<file path="config.mk">
export PLATFORM = sky130hd
export DESIGN_NAME = pwm_timebase_irq_duty_match
export DESIGN_NICKNAME = d
export VERILOG_FILES = /design/src/hw/pwm_tb_pkg.sv /design/src/hw/pwm_timebase_irq_duty_match.sv
export VERILOG_INCLUDE_DIRS = /design/src /design/src/hw
export SDC_FILE = /design/constraint.sdc
export NUM_CORES = 1
export LEC_CHECK = 0
export BUFFER_PORTS_ARGS = -buffer_cell sky130_fd_sc_hd__clkbuf_2
export CORE_MARGIN = 1
export CORE_UTILIZATION = 58
export CTS_CLUSTER_DIAMETER = 50
export DETAILED_ROUTE_END_ITERATION = 8
export GPL_TIMING_DRIVEN = 1
export PLACE_DENSITY = 0.78
export RECOVER_POWER = 25
export SYNTH_ARGS = -nofsm -noshare
export SYNTH_HDL_FRONTEND = slang
export SYNTH_SLANG_ARGS = --single-unit
export TNS_END_PERCENT = 50
</file>
<file path="constraint.sdc">
create_clock -name clk_sys -period 5.4 [get_ports clk_sys]
set_input_delay 0 -clock clk_sys [delete_from_list [all_inputs] [get_ports clk_sys]]
set_output_delay 0 -clock clk_sys [all_outputs]
set_load 0.01 [all_outputs]
</file>
<file path="src/hw/pwm_tb_cfg.svh">
// Constants for the PWM time-base interrupt and duty-match block
// Operation
// - Single-shot mode raises an event when counter equals period.
// - Single-shot match clears counter next edge and clears the run bit.
// - Single-shot mode ignores the postscaler; every match gives an event.
// - Up/down mode raises an event when counter hits zero turning upward.
// - Up/down mode signals only every Nth zero event via postscaler.
// - Four 14-bit duty values: six high-byte bits plus eight low bits.
// - Duty values are double-buffered; compare copy updates separately.
// - Each output stays active for a time set by its duty value.
// - Upper twelve duty bits compare with counter low twelve bits.
// - Lowest two duty bits pick the quarter phase at 1:1 prescale.
// - Edge-aligned active period starts at first quarter phase, ends on match.
// - At 1:1, match needs counter equality and matching quarter phase.
// - Override logic; complementary mode makes pair outputs complementary.
`ifndef PWM_TB_CFG_SVH
`define PWM_TB_CFG_SVH
`define OFS_CTRL 8'h00
`define OFS_PERIOD 8'h04
`define OFS_COUNTER 8'h08
`define OFS_DUTY0 8'h10
`define OFS_STATUS 8'h20
`define OFS_IRQEN 8'h24
`define OFS_IRQCLR 8'h28
`define OFS_OVR 8'h2c
// Control field positions
`define CTRL_RUN 0
`define CTRL_MODE_LO 1
`define CTRL_PS_LO 3
`define CTRL_POST_LO 5
`define CTRL_COMP 9
`define CTRL_UPD 10
`define MODE_FREE 2'h0
`define MODE_SINGLE 2'h1
`define MODE_UPDOWN 2'h2
`define PS_ONE 2'h0
`define RST_PERIOD 12'hfff
`endif

</file>
<file path="src/hw/pwm_tb_pkg.sv">
// Types for the PWM time-base interrupt and duty-match block
`default_nettype none
package pwm_tb_pkg;
    typedef enum logic [1:0] {PH1, PH2, PH3, PH4} phase_t;
    typedef struct packed {
        logic [7:0] address;
        logic read;
        logic write;
        logic [31:0] writedata;
    } avReq_t;
    typedef struct packed {
        logic [3:0] hi;
        logic [3:0] lo;
    } pwmPins_t;
endpackage
`default_nettype wire

</file>
<file path="src/hw/pwm_timebase_irq_duty_match.sv">
// PWM time base with interrupt events, duty match and output override
`include "pwm_tb_cfg.svh"
`default_nettype none
module pwm_timebase_irq_duty_match (
    // Clock and reset
    input wire logic clk_sys,
    input wire logic nrst,
    // Avalon-MM slave
    input wire logic [7:0] avAddress,
    input wire logic avRead,
    input wire logic avWrite,
    input wire logic [31:0] avWriteData,
    output logic [31:0] avReadData,
    output logic avWaitRequest,
    // Power stage and interrupt
    output logic [3:0] pwmHi,
    output logic [3:0] pwmLo,
    output logic irq
);
    // ------------------------------------------------------------
    // Helpers
    // ------------------------------------------------------------
    function automatic logic [13:0] dutyJoin(input logic [7:0] hiB,
                                             input logic [7:0] loB);
        dutyJoin = {hiB[5:0], loB};
    endfunction

    // ------------------------------------------------------------
    // State
    // ------------------------------------------------------------
    pwm_tb_pkg::avReq_t req;
    logic [10:0] ctrl_r, ctrl_nxt;
    logic [11:0] period_r, period_nxt;
    logic [11:0] timebaseCounter_r, timebaseCounter_nxt;
    logic countDown_r, countDown_nxt;
    logic [1:0] psCnt_r, psCnt_nxt;
    logic [3:0] postCnt_r, postCnt_nxt;
    pwm_tb_pkg::phase_t phase_r, phase_nxt;
    logic [13:0] dutyHold_r [4];
    logic [13:0] dutyHold_nxt [4];
    logic [13:0] dutyAct_r [4];
    logic [13:0] dutyAct_nxt [4];
    logic [7:0] ovr_r, ovr_nxt;
    logic [1:0] status_r, status_nxt;
    logic [1:0] irqEn_r, irqEn_nxt;
    logic [3:0] active_r, active_nxt;
    logic [3:0] pwmHi_nxt, pwmLo_nxt;
    logic irq_nxt;
    logic [31:0] rdata_nxt;
    logic ack_r, ack_nxt;
    logic tbEvent, dutyUpd, tick, periodStart;
    logic [3:0] match;
    logic wrAck;

    assign req = '{address: avAddress, read: avRead, write: avWrite,
                   writedata: avWriteData};
    // One wait cycle then the answer: waitrequest drops for one edge.
    assign avWaitRequest = ~ack_r;
    assign wrAck = req.write & ack_r;

    // ------------------------------------------------------------
    // Bus slave and registers
    // ------------------------------------------------------------
    always_comb begin
        ctrl_nxt = ctrl_r;
        period_nxt = period_r;
        ovr_nxt = ovr_r;
        irqEn_nxt = irqEn_r;
        dutyHold_nxt = dutyHold_r;
        ack_nxt = (req.read | req.write) & ~ack_r;
        rdata_nxt = 32'h0;
        if (wrAck) begin
            case (req.address)
                `OFS_CTRL: ctrl_nxt = req.writedata[10:0];
                `OFS_PERIOD: period_nxt = req.writedata[11:0];
                `OFS_IRQEN: irqEn_nxt = req.writedata[1:0];
                `OFS_OVR: ovr_nxt = req.writedata[7:0];
                default: begin
                    for (int i = 0; i < 4; i++) begin
                        if (req.address == `OFS_DUTY0 + 8'(4 * i)) begin
                            dutyHold_nxt[i] = dutyJoin(req.writedata[15:8],
                                                       req.writedata[7:0]);
                        end
                    end
                end
            endcase
        end
        if (tbEvent && ctrl_r[`CTRL_MODE_LO+:2] == `MODE_SINGLE) begin
            ctrl_nxt[`CTRL_RUN] = 1'b0;
        end
        if (req.read & ~ack_r) begin
            case (req.address)
                `OFS_CTRL: rdata_nxt = {21'h0, ctrl_r};
                `OFS_PERIOD: rdata_nxt = {20'h0, period_r};
                `OFS_COUNTER: rdata_nxt = {20'h0, timebaseCounter_r};
                `OFS_STATUS: rdata_nxt = {30'h0, status_r};
                `OFS_IRQEN: rdata_nxt = {30'h0, irqEn_r};
                `OFS_OVR: rdata_nxt = {24'h0, ovr_r};
                default: begin
                    for (int i = 0; i < 4; i++) begin
                        if (req.address == `OFS_DUTY0 + 8'(4 * i)) begin
                            rdata_nxt = {18'h0, dutyHold_r[i]};
                        end
                    end
                end
            endcase
        end else if (ack_r) begin
            rdata_nxt = avReadData;
        end
    end

    // ------------------------------------------------------------
    // Time base and events
    // ------------------------------------------------------------
    always_comb begin
        logic [1:0] mode;
        mode = ctrl_r[`CTRL_MODE_LO+:2];
        phase_nxt = pwm_tb_pkg::phase_t'(2'(phase_r + 2'h1));
        psCnt_nxt = psCnt_r;
        timebaseCounter_nxt = timebaseCounter_r;
        countDown_nxt = countDown_r;
        postCnt_nxt = postCnt_r;
        tbEvent = 1'b0;
        // Counter steps at end of instruction cycle, divided by prescale
        tick = 1'b0;
        if (ctrl_r[`CTRL_RUN] && phase_r == pwm_tb_pkg::PH4) begin
            psCnt_nxt = 2'(psCnt_r + 2'h1);
            case (ctrl_r[`CTRL_PS_LO+:2])
                2'h0: tick = 1'b1;
                2'h1: tick = psCnt_r[0];
                default: tick = psCnt_r == 2'h3;
            endcase
            if (tick) begin
                psCnt_nxt = 2'h0;
            end
        end
        if (tick) begin
            case (mode)
                `MODE_SINGLE: begin
                    if (timebaseCounter_r == period_r) begin
                        tbEvent = 1'b1;
                        timebaseCounter_nxt = 12'h0;
                    end else begin
                        timebaseCounter_nxt = 12'(timebaseCounter_r + 12'h1);
                    end
                end
                `MODE_UPDOWN: begin
                    if (countDown_r) begin
                        if (timebaseCounter_r == 12'h1 ||
                            timebaseCounter_r == 12'h0) begin
                            timebaseCounter_nxt = 12'h0;
                            countDown_nxt = 1'b0;
                            if (postCnt_r == ctrl_r[`CTRL_POST_LO+:4]) begin
                                postCnt_nxt = 4'h0;
                                tbEvent = 1'b1;
                            end else begin
                                postCnt_nxt = 4'(postCnt_r + 4'h1);
                            end
                        end else begin
                            timebaseCounter_nxt = 12'(timebaseCounter_r - 12'h1);
                        end
                    end else if (timebaseCounter_r >= period_r) begin
                        countDown_nxt = 1'b1;
                        timebaseCounter_nxt = 12'(timebaseCounter_r - 12'h1);
                    end else begin
                        timebaseCounter_nxt = 12'(timebaseCounter_r + 12'h1);
                    end
                end
                default: begin
                    timebaseCounter_nxt = timebaseCounter_r == period_r ?
                        12'h0 : 12'(timebaseCounter_r + 12'h1);
                end
            endcase
        end
    end

    // ------------------------------------------------------------
    // Duty match and outputs
    // ------------------------------------------------------------
    always_comb begin
        logic onePs;
        onePs = ctrl_r[`CTRL_PS_LO+:2] == `PS_ONE;
        periodStart = ctrl_r[`CTRL_RUN] && phase_r == pwm_tb_pkg::PH1 &&
                      timebaseCounter_r == 12'h0;
        dutyUpd = periodStart & ctrl_r[`CTRL_UPD];
        dutyAct_nxt = dutyAct_r;
        active_nxt = active_r;
        for (int i = 0; i < 4; i++) begin
            match[i] = dutyAct_r[i][13:2] == timebaseCounter_r;
            if (onePs) begin
                match[i] = match[i] && phase_r == dutyAct_r[i][1:0];
            end else begin
                match[i] = match[i] && phase_r == pwm_tb_pkg::PH1;
            end
            if (dutyUpd) begin
                dutyAct_nxt[i] = dutyHold_r[i];
            end
            if (match[i]) begin
                active_nxt[i] = 1'b0;
            end else if (periodStart) begin
                active_nxt[i] = 1'b1;
            end
            pwmHi_nxt[i] = ovr_r[i + 4] ? ovr_r[i] : active_r[i];
            pwmLo_nxt[i] = ctrl_r[`CTRL_COMP] ? ~pwmHi_nxt[i] :
                           (ovr_r[i + 4] ? ~ovr_r[i] : active_r[i]);
        end
        // Set wins over a same-cycle clear
        status_nxt = {1'b0, tbEvent} | (status_r & ~(wrAck &&
            req.address == `OFS_IRQCLR ? req.writedata[1:0] : 2'h0));
        if (|match) begin
            status_nxt[1] = 1'b1;
        end
        irq_nxt = |(status_nxt & irqEn_nxt);
    end

    // ------------------------------------------------------------
    // Registers
    // ------------------------------------------------------------
    always_ff @(posedge clk_sys or negedge nrst) begin
        if (!nrst) begin
            ctrl_r <= 11'h0;
            period_r <= `RST_PERIOD;
            ovr_r <= 8'h0;
            irqEn_r <= 2'h0;
            status_r <= 2'h0;
            ack_r <= 1'b0;
            avReadData <= 32'h0;
            timebaseCounter_r <= 12'h0;
            countDown_r <= 1'b0;
            psCnt_r <= 2'h0;
            postCnt_r <= 4'h0;
            phase_r <= pwm_tb_pkg::PH1;
            active_r <= 4'h0;
            pwmHi <= 4'h0;
            pwmLo <= 4'h0;
            irq <= 1'b0;
            for (int i = 0; i < 4; i++) begin
                dutyHold_r[i] <= 14'h0;
                dutyAct_r[i] <= 14'h0;
            end
        end else begin
            ctrl_r <= ctrl_nxt;
            period_r <= period_nxt;
            ovr_r <= ovr_nxt;
            irqEn_r <= irqEn_nxt;
            status_r <= status_nxt;
            ack_r <= ack_nxt;
            avReadData <= rdata_nxt;
            timebaseCounter_r <= timebaseCounter_nxt;
            countDown_r <= countDown_nxt;
            psCnt_r <= psCnt_nxt;
            postCnt_r <= postCnt_nxt;
            phase_r <= phase_nxt;
            active_r <= active_nxt;
            pwmHi <= pwmHi_nxt;
            pwmLo <= pwmLo_nxt;
            irq <= irq_nxt;
            dutyHold_r <= dutyHold_nxt;
            dutyAct_r <= dutyAct_nxt;
        end
    end
endmodule // pwm_timebase_irq_duty_match
`default_nettype wire

</file>
==> results of run 1 <==
[synth_stat cells (17+ instances only)]
master    instances  share of area, %
mux2_4           40               5.8
mux2_2          109                12
nand4_1          17               1.0
dfrtp_1         184                45
inv_1            21              0.77
nand3_1          29               1.4
nand2_1          48               1.7
ha_1             22               2.7
nor3_1           17              0.83
o21ai_0          34               1.7
clkbuf_1         39               1.4
buf_4            18               1.3
xnor2_1          52               4.4
nor2_1           42               1.5
a21oi_1          38               1.8
[cell families (layout without fill, tap and decap cells)]
group           after synthesis  after routing
flops                       196            196
other cells                   1             18
buf+inv                      96            133
fa+ha+maj                    22             22
mux                         155            155
compound gates              154            154
xor+xnor                     65             65
simple gates                207            207
[registers in the layout, summed over array words and instances, names as in the netlist, 4 cells and up]
| signal | cells |
|---|---|
| active_r | 4 |
| avReadData | 14 |
| ctrl_r | 11 |
| dutyAct_r | 56 |
| dutyHold_r | 56 |
| ovr_r | 8 |
| period_r | 12 |
| postCnt_r | 4 |
| pwmHi | 4 |
| pwmLo | 4 |
| timebaseCounter_r | 12 |
[metal layers]
layer	share of wire, %	wire, um	vias up
met4	2.9	772	0
met3	6.6	1740	46
met5	0	0	-
li1	-	-	3319
met1	42	11100	3746
met2	48	12800	326
[worst max-delay path: stages]
cell           delay (ns)
dlygate4sd3_1        0.52
clkbuf_1             2.33
buf_4                1.02
[worst paths after layout]
check | startpoint | end | slack (ns) | cells after the start
setup reg to reg | timebaseCounter_r[0]$_DFFE_PN0P_ | timebaseCounter_r[3]$_DFFE_PN0P_ | 1.91 | 8
min in group asynchronous | nrst | timebaseCounter_r[8]$_DFFE_PN0P_ | 1.22 | 2
hold / removal | avWriteData[6] | period_r[6]$_DFFE_PN1P_ | 0.03 | 2
hold reg to reg | avReadData[12]$_DFFE_PN0P_ | avReadData[12]$_DFFE_PN0P_ | 0.48 | 1
setup / recovery | nrst | dutyHold_r[20]$_DFFE_PN0P_ | 1.89 | 3
max in group clk_sys | timebaseCounter_r[0]$_DFFE_PN0P_ | timebaseCounter_r[3]$_DFFE_PN0P_ | 1.91 | 8
[stage by stage]
step	power [mW]	util (%)	instance area (um2)	std cells
finish	3.26	65.4	11300	1175
global route	3.38	65.4	11300	1175
CTS	3.27	65.6	11300	1175
detailed placement	2.06	61.5	10600	1128
global placement	2.05	61.5	10600	1128
floorplan	1.90	-	10400	913
[cell type report]
cell class | count | area [um2] | area share (%)
clock buffer | 21 | 460 | 4.07
timing repair buffer | 79 | 478 | 4.23
sequential | 196 | 4920 | 43.5
tap | 225 | 282 | 2.49
inverter | 22 | 82.6 | 0.730
clock inverter | 11 | 92.6 | 0.819
multi-input combinational | 621 | 4990 | 44.2
[power by group through the flow]
stage	sequential [mW]	combinational [mW]	clock (mW)
CTS	1.57	0.476	1.22
detailed placement	1.60	0.465	0
finish	1.57	0.476	1.21
global route	1.58	0.517	1.28
global placement	1.60	0.457	0
floorplan	1.57	0.335	0
==> impl_metrics.csv, run 1 <==
group,metric,value,unit
logic_synthesis,synth_edf_count,0,
timing,fin_ws,1.89,ns
cts,cts_setup_buffers,0,
cts,cts_root_buffer,"clkbuf_16",
timing,hold_viol_final,0,
floorplanning,pin_count,86,
routing,drc,0,
cells_and_area,fillers,1325,
routing,wire_per_inst,22.4,um
cells_and_area,nets,1003,
logic_synthesis,ys_types,68,
routing,dr.pass1.iters,5,
logic_synthesis,yosys.area_share.adder,2.67,%
place,pre_cts_ws,1.96,ns
floorplanning,coreArea,17300,um2
timing,rsz0062_at_grt,"no",
logic_synthesis,netlist_instances,896,
setup_path,cp.required,5.84,ns
cells_and_area,final_cell_mix,"dfrtp_1 (184), mux2_2 (109), xnor2_1 (52), nand2_1 (47), nor2_1 (42)",
logic_synthesis,synth-seq-cells,196,
power,p_int,2.31,mW
cts,cts_tree,"done",
timing,fin_tns_setup,0,ns
logic_synthesis,synth.mux.area_fraction,18.5,%
cells_and_area,diodes,0,
outcome,status,"finished, violations left",
cts,clockBufferDepth,2,
cells_and_area,syn_to_final_growth,9.83,%
global_routing,antenna_found_initial,0,
power,p_switching,0.952,mW
routing,totalWireLength,26.3,mm
setup_path,end_kind,"async pin",
floorplanning,rows,48,
logic_synthesis,synth_xor_area_share,5.53,%
logic_synthesis,synthSimpleGateAreaFrac,10.7,%
floorplanning,dieArea,18300,um2
place,gp_congestion,0.935,
cells_and_area,mostFrequentLayoutCell,"dfrtp_1",
power,p_clk_share,37.1,%
logic_synthesis,ys_async_sr_fraction,100,%
timing,setup_viol,0,
timing,skew,0.00833,ns
cts,cts.clk_slew.worst_paths,0.07,ns
floorplanning,die_h,135,um
cells_and_area,drive_gt1_share,26.1,%
global_routing,grt_pass1_vias,7223,
timing,clock.fmax,285,MHz
logic_synthesis,syn_area,10300,um2
global_routing,grt_use_total,30.3,%
outcome,failed_checks,"capacitance limit, slew limit",
logic_synthesis,synth_warnings,0,
cts,cts.htree.levels,4,
hold_path,hold_class,"input port to register",
global_routing,grt_use_met2,48.0,%
timing,holdWs,0.0332,ns
timing,worstMarginPinSlew,3.33,ns
setup_path,crit_fanout,70,
global_routing,grt_pass1_wl,41.2,mm
cts,clock-sinks,196,
routing,ant_nets,0,
run,cap_violations,1,
floorplanning,initial_core_util,59.5,%
logic_synthesis,synth_top_family_by_area,"multiplexers",
global_routing,grt_util_met1,40.9,%
cts,ctsHoldBuffers,15,
global_routing,grt_use_met3,6.10,%
logic_synthesis,avgSynthCellArea,11.5,um2
routing,vias,7437,
power,pwr-share-seq,48.3,%
logic_synthesis,synth-compound-area-share,10.1,%
global_routing,overflow,0,
power,worst_ir_drop_vdd,230,uV
setup_path,critPathLaunchType,"input port",
power,comb_power_share,14.6,%
cts,ctsResizeCount,0,
power,power_density,288,nW/um2
global_routing,grt_most_used_layer,"met2",
routing,drt-initial-drc-count,692,
place,port_buffers,49,
routing,drt-vias-per-instance,6.33,
place,dp.final_hpwl,17.8,mm
timing,period_share,65.1,%
setup_path,worstSetupPathType,"input port to async pin",
cts,cts_buffers,17,
floorplanning,die-width,135,um
power,swShare,29.2,%
timing,drv_slew,64,
timing,layout_min_cycle_time,3.51,ns
logic_synthesis,synthFlopType,"dfrtp_1",
timing,max_slew_margin,-122,%
logic_synthesis,yosysSeqAreaShare,47.8,%
setup_path,critPathArrivalTime,3.96,ns
global_routing,grt_max_degree,71,
power,leakage,5.28,nW
cts,worstSkewPairLatency,0.44,ns
Note: power is estimated with default switching activity, not from simulation.
==> run 2: changes to the inputs <==
--- a/config.mk
+++ b/config.mk
@@ -6,13 +6,14 @@
 export SDC_FILE = /design/constraint.sdc
 export NUM_CORES = 1
 export LEC_CHECK = 0
+export ABC_AREA = 1
 export BUFFER_PORTS_ARGS = -buffer_cell sky130_fd_sc_hd__clkbuf_2
 export CORE_MARGIN = 1
-export CORE_UTILIZATION = 58
+export CORE_UTILIZATION = 55
 export CTS_CLUSTER_DIAMETER = 50
 export DETAILED_ROUTE_END_ITERATION = 8
 export GPL_TIMING_DRIVEN = 1
-export PLACE_DENSITY = 0.78
+export PLACE_DENSITY = 0.77
 export RECOVER_POWER = 25
 export SYNTH_ARGS = -nofsm -noshare
 export SYNTH_HDL_FRONTEND = slang
==> constraint.sdc (replaced) <==
create_clock -name clk_sys -period 3.12 [get_ports clk_sys]
set_input_delay 0 -clock clk_sys [delete_from_list [all_inputs] [get_ports clk_sys]]
set_output_delay 0 -clock clk_sys [all_outputs]
set_load 0.01 [all_outputs]
==> impl_metrics.csv, run 2 <==
group,metric,value,unit
outcome,status,"finished, violations left",
outcome,failed_checks,"capacitance limit, slew limit",
cells_and_area,final_cell_mix,"nand2_1 (382), dfrtp_1 (184), inv_1 (120), nor2_1 (94), o21ai_0 (88)",
logic_synthesis,yosys.area.top_type,"dfrtp_1",
cells_and_area,reg_top3,"dutyAct_r: 56 flops, dutyHold_r: 56 flops, avReadData: 14 flops",
cells_and_area,mostFrequentLayoutCell,"nand2_1",
timing,setup_viol,0,
setup_path,end_kind,"register",
power,leakage,5.98,nW
routing,drt-vias-per-instance,5.45,
power,p_switching,1.86,mW
logic_synthesis,ys_async_sr_fraction,100,%
logic_synthesis,synth-seq-cells,196,
logic_synthesis,avgSynthCellArea,8.24,um2
setup_path,critPathArrivalTime,2.92,ns
logic_synthesis,yosysMostFrequentCell,"nand2_1",
setup_path,cp_num_buf_inv,2,
global_routing,antenna_found_initial,0,
power,power_density,495,nW/um2
hold_path,min_from,"avWriteData[0]",
cts,cts_tree,"done",
routing,drt-initial-drc-count,1029,
cells_and_area,fin_util,62.1,%
cells_and_area,nets,1426,
timing,clock.fmax,387,MHz
floorplanning,coreArea,19000,um2
floorplanning,pin_count,86,
timing,period_share,82.9,%
cells_and_area,fin_cells,1633,
cts,worstSkewPairLatency,0.45,ns
run,cap_violations,1,
timing,rsz0062_at_grt,"no",
logic_synthesis,ys_types,48,
setup_path,r2r-start,"timebaseCounter_r[0]$_DFFE_PN0P_",
place,dpl-instance-area,11100,um2
timing,layout_min_cycle_time,2.59,ns
place,port_buffers,49,
timing,fin_ws,0.534,ns
place,placedCellCount,1588,
setup_path,critPathTopFamily,"simple AND/OR/NAND/NOR gates",
setup_path,cp.required,3.45,ns
timing,skew,0.0186,ns
cts,clockBufferDepth,2,
logic_synthesis,yosys-top-cells-area,"dfrtp_1 (43%), nand2_1 (13%), inv_1 (4.2%)",
logic_synthesis,yosysSeqAreaShare,45.5,%
setup_path,rrSetupSlack,0.53,ns
logic_synthesis,netlist_instances,1313,
cts,cts_buffers,17,
cts,clock-sinks,196,
cts,cts.htree.levels,4,
logic_synthesis,syn_area,10800,um2
global_routing,overflow,0,
cts,cts_setup_buffers,0,
timing,holdWs,0.0118,ns
routing,wire_per_inst,17.4,um
global_routing,grt_pass1_wl,45.5,mm
cells_and_area,drive_gt1_share,15.1,%
routing,drc,0,
cells_and_area,finalInstanceArea,11800,um2
hold_path,hold_path_depth,3,
hold_path,hold_class,"input port to register",
place,gp_congestion,0.952,
place,pre_cts_ws,0.631,ns
power,power.total,5.84,mW
cts,cts.clk_slew.worst_paths,0.08,ns
setup_path,cp_slowest_stage_delay,0.53,ns
logic_synthesis,netlist_top_cells_count,"nand2_1 (382), dfrtp_1 (184), inv_1 (120)",
floorplanning,rows,50,
logic_synthesis,synthFlopType,"dfrtp_1",
cts,cts_root_buffer,"clkbuf_16",
floorplanning,initial_core_util,56.9,%
logic_synthesis,synth_edf_count,0,
floorplanning,die_h,142,um
floorplanning,dieArea,20200,um2
setup_path,ff2ff_path_depth,10,
setup_path,crit_chain,"clkinv_1 > ha_1 > nand3_1 > nor2_1 > nor2_1 > nand3_1 > nand3_1 > nand2_1 > inv_1 > a21boi_1",
power,p_int,3.99,mW
routing,dr.pass1.iters,5,
routing,ant_nets,0,
global_routing,grt_max_degree,102,
power,comb_power_share,16.4,%
timing,max_slew_margin,-67.1,%
cells_and_area,diodes,0,
hold_path,holdPathEnd,"dutyHold_r[28]$_DFFE_PN0P_",
timing,hold_viol_final,0,
routing,vias,8896,
power,swShare,31.8,%
global_routing,grt_use_total,30.0,%
setup_path,crit_fanout,11,
timing,worstMarginPinSlew,2.51,ns
timing,fin_tns_setup,0,ns
global_routing,grt_pass1_vias,8512,
cells_and_area,syn_to_final_growth,9.22,%
setup_path,worstReg2RegEnd,"timebaseCounter_r[9]$_DFFE_PN0P_",
power,worst_ir_drop_vdd,422,uV
logic_synthesis,synth_warnings,0,
setup_path,cpMostUsedCell,"nand3_1",
place,dp.final_hpwl,19.7,mm
power,p_clk_share,37.3,%
timing,drv_slew,102,
routing,totalWireLength,28.4,mm
setup_path,worstSetupPathType,"register to register",
floorplanning,die-width,142,um
setup_path,critPathLaunchType,"register",
power,pwr-share-seq,46.3,%
logic_synthesis,synth_top_area_share,42.6,%
setup_path,critPathSlowestCell,"dfrtp_1",
run 2: cell type report:
type,instances,area [um2]
Multi-Input combinational cell,933,4990
Clock inverter,14,159
Timing Repair Buffer,73,468
Clock buffer,18,429
Tap cell,260,325
Inverter,139,522
Sequential cell,196,4920
Fill cell,1653,7210
run 2: worst min-delay path, stage by stage:
cell and delay [ns]:
clkbuf_2 0.07, inv_1 0.18, o21ai_2 0.19
run 2: worst max-delay path by stage:
stage	from	to	slack [ns]	cells after the start
after CTS	timebaseCounter_r[0]$_DFFE_PN0P_	timebaseCounter_r[9]$_DFFE_PN0P_	0.59	10
after detailed placement	timebaseCounter_r[0]$_DFFE_PN0P_	timebaseCounter_r[11]$_DFFE_PN0P_	0.63	8
after global routing	nrst	dutyHold_r[26]$_DFFE_PN0P_	0.21	2
after floorplan	timebaseCounter_r[0]$_DFFE_PN0P_	timebaseCounter_r[1]$_DFFE_PN0P_	1.23	11
after global placement	timebaseCounter_r[0]$_DFFE_PN0P_	timebaseCounter_r[1]$_DFFE_PN0P_	0.68	10
final	timebaseCounter_r[0]$_DFFE_PN0P_	timebaseCounter_r[9]$_DFFE_PN0P_	0.53	10
run 2: what timing repair did:
action,in CTS,in global routing
hold buffers,13,0
resized for setup,0,0
hold endpoints to repair,136,0
run 2: cell families (layout without fill, tap and decap cells):
kind of cell | count (synthesis) | after routing | share of synthesized area (%)
AO/OA/AOI/OAI | 220 | 220 | 11.2
XOR/XNOR | 39 | 39 | 3.16
adder cells (fa/ha/maj) | 22 | 22 | 2.55
buffers and inverters | 201 | 244 | 8.97
flip-flops | 196 | 196 | 45.5
multiplexers | 28 | 28 | 3.67
other | 1 | 18 | 0.0347
AND/OR/NAND/NOR | 606 | 606 | 24.9
run 2: power groups by stage:
stage	sequential [mW]	clock, mW	combinational [mW]
2_1_floorplan	2.70	0	0.699
3_3_place_gp	2.75	0	0.911
3_5_place_dp	2.75	0	0.931
4_1_cts	2.70	2.20	0.950
5_1_grt	2.71	2.31	1.07
6_report	2.71	2.18	0.956
run 2: routing by layer:
layer / track usage, % / vias up / wire, um
li1: - / 4250 / -
met3: 4.41 / 67 / 1840
met1: 41.3 / 4213 / 12300
met2: 48.3 / 366 / 13300
met5: 0 / - / 0
met4: 11.2 / 0 / 852
==> run 3: changes to the inputs <==
--- a/config.mk
+++ b/config.mk
@@ -6,7 +6,7 @@
 export SDC_FILE = /design/constraint.sdc
 export NUM_CORES = 1
 export LEC_CHECK = 0
-export ABC_AREA = 1
+export ABC_AREA = 0
 export BUFFER_PORTS_ARGS = -buffer_cell sky130_fd_sc_hd__clkbuf_2
 export CORE_MARGIN = 1
 export CORE_UTILIZATION = 55
==> constraint.sdc (replaced) <==
create_clock -name clk_sys -period 2.3 [get_ports clk_sys]
set_input_delay 0 -clock clk_sys [delete_from_list [all_inputs] [get_ports clk_sys]]
set_output_delay 0 -clock clk_sys [all_outputs]
set_load 0.01 [all_outputs]
==> impl_metrics.csv, run 3 (synthesis gave the netlist of run 1 again) <==
group,metric,value,unit
power,worst_ir_drop_vdd,546,uV
power,leakage,5.81,nW
outcome,status,"finished, violations left",
setup_path,crit_fanout,7,
global_routing,antenna_found_initial,0,
setup_path,crit_path_start,"period_r[9]$_DFFE_PN1P_",
setup_path,end_kind,"register",
cts,cts.clk_slew.worst_paths,0.08,ns
routing,drt-initial-drc-count,950,
cells_and_area,nets,1076,
timing,hold_viol_final,0,
hold_path,min_from,"avWriteData[0]",
routing,ant_nets,0,
cts,cts_buffers,17,
cts,cts_root_buffer,"clkbuf_16",
cells_and_area,fin_util,67.3,%
global_routing,overflow,0,
place,gp_congestion,0.940,
cells_and_area,drive_gt1_share,37.0,%
cells_and_area,syn_to_final_growth,18.6,%
setup_path,worstReg2RegEnd,"timebaseCounter_r[8]$_DFFE_PN0P_",
cts,clock-sinks,196,
hold_path,hold_path_depth,3,
floorplanning,dieArea,19300,um2
cts,cts.htree.levels,4,
setup_path,cp.required,2.62,ns
cells_and_area,multi_input_area,5210,um2
outcome,failed_checks,"DRC, capacitance limit, slew limit, setup timing",
routing,wire_per_inst,23.0,um
floorplanning,pin_count,86,
power,power.total,8.16,mW
cells_and_area,diodes,0,
floorplanning,die_h,139,um
cells_and_area,fillers,1327,
place,port_buffers,49,
power,power_density,669,nW/um2
timing,rsz0062_at_grt,"yes",
routing,drt-vias-per-instance,6.25,
global_routing,grt_pass1_wl,45.4,mm
setup_path,rrSetupSlack,-0.05,ns
global_routing,grt_pass1_vias,7964,
cells_and_area,mostFrequentLayoutCell,"dfrtp_1",
place,dp.final_hpwl,20.2,mm
hold_path,holdPathEnd,"ctrl_r[0]$_DFFE_PN0P_",
floorplanning,coreArea,18100,um2
timing,layout_min_cycle_time,2.35,ns
cells_and_area,regArea,4920,um2
hold_path,hold_class,"input port to register",
timing,setup_viol,46,
setup_path,ff2ff_path_depth,8,
timing,fin_ws,-0.0503,ns
cts,worstSkewPairLatency,0.44,ns
timing,holdWs,0.0436,ns
floorplanning,initial_core_util,56.7,%
global_routing,grt_use_total,31.0,%
setup_path,worstSetupPathType,"register to register",
timing,worstMarginPinSlew,2.00,ns
routing,totalWireLength,28.8,mm
timing,skew,0.0107,ns
place,placedCellCount,1205,
cts,clockBufferDepth,2,
setup_path,critPathArrivalTime,2.67,ns
timing,drv_slew,73,
routing,vias,7830,
floorplanning,die-width,139,um
cells_and_area,reg_top3,"dutyAct_r: 56 flops, dutyHold_r: 56 flops, avReadData: 14 flops",
global_routing,grt_max_degree,74,
timing,clock.fmax,425,MHz
run,cap_violations,1,
setup_path,r2r-start,"period_r[9]$_DFFE_PN1P_",
cells_and_area,fin_cells,1252,
cells_and_area,final_cell_mix,"dfrtp_1 (184), mux2_2 (109), buf_4 (83), xnor2_1 (52), clkbuf_2 (49)",
cts,cts_tree,"done",
setup_path,critPathLaunchType,"register",
routing,drc,8,
routing,dr.pass1.iters,9,
floorplanning,rows,49,
timing,max_slew_margin,-33.4,%
timing,period_share,102,%
## run 3: changes by cell type in the layout (fill, tap and decap cells not counted), moves of 15 or more
cell / delta
nand3_1: -41
buf_4: +73
inv_1: -104
o21ai_0: -59
mux2_2: +109
nand2_1: -335
xnor2_1: +35
o21ai_2: -15
nor2_1: -52
mux2_4: +17
o21ai_1: -50
## run 3: worst max-delay path by stage
stage                                        endpoint  slack [ns]  cells after the start
CTS                 timebaseCounter_r[10]$_DFFE_PN0P_       -0.02                      8
global placement     timebaseCounter_r[3]$_DFFE_PN0P_       -0.13                      9
detailed placement   timebaseCounter_r[5]$_DFFE_PN0P_       -0.19                      9
floorplan            timebaseCounter_r[3]$_DFFE_PN0P_      -0.005                     10
global route        timebaseCounter_r[10]$_DFFE_PN0P_       -0.14                      8
finish               timebaseCounter_r[8]$_DFFE_PN0P_       -0.05                      8
## run 3: worst max-delay path, stage by stage (launching register included)
cell and delay (ns):
dfstp_2 0.54, inv_2 0.05, ha_4 0.26, nand4_1 0.20, a211oi_2 0.31, a21oi_4 0.16
a31o_2 0.34, a221oi_2 0.27, o31ai_2 0.10
## run 3: metal layers
layer  up-vias  share of wire [%]  GRT usage (%)
met3        66                8.0           6.32
met4         0                3.2           13.3
li1       3448                  -              -
met2       378                 48           50.1
met5         -                  0              0
met1      3938                 40           40.8
## run 3: repair_timing
action	in CTS	in global routing
endpoints found under the hold margin	126	0
buffers inserted	1	0
resized for setup	18	19
endpoints found under the setup margin	12	70
hold buffers	15	0
pin swaps	11	3
## run 3: final cells by class
| cell class | count | share of cell area (%) |
|---|---|---|
| Clock buffer | 18 | 3.52 |
| Clock inverter | 14 | 1.33 |
| Inverter | 22 | 0.697 |
| Multi-Input combinational cell | 621 | 42.7 |
| Sequential cell | 196 | 40.3 |
| Tap cell | 229 | 2.35 |
| Timing Repair Buffer | 152 | 9.09 |
## run 3: metrics by stage
| step | setup slack (ns) | TNS (ns) | cell area, um2 |
|---|---|---|---|
| after floorplan | -0.00546 | -0.00949 | 10400 |
| after global placement | -0.131 | -0.561 | 11300 |
| after detailed placement | -0.189 | -1.24 | 11300 |
| after CTS | -0.0205 | -0.0553 | 12100 |
| after global routing | -0.144 | -4.50 | 12200 |
| final | -0.0503 | -0.704 | 12200 |
## run 3: power by group
| part | internal, mW | switching (mW) |
|---|---|---|
| Sequential | 3.54 | 0.0979 |
| Clock | 1.55 | 1.45 |
| Combinational | 0.594 | 0.931 |
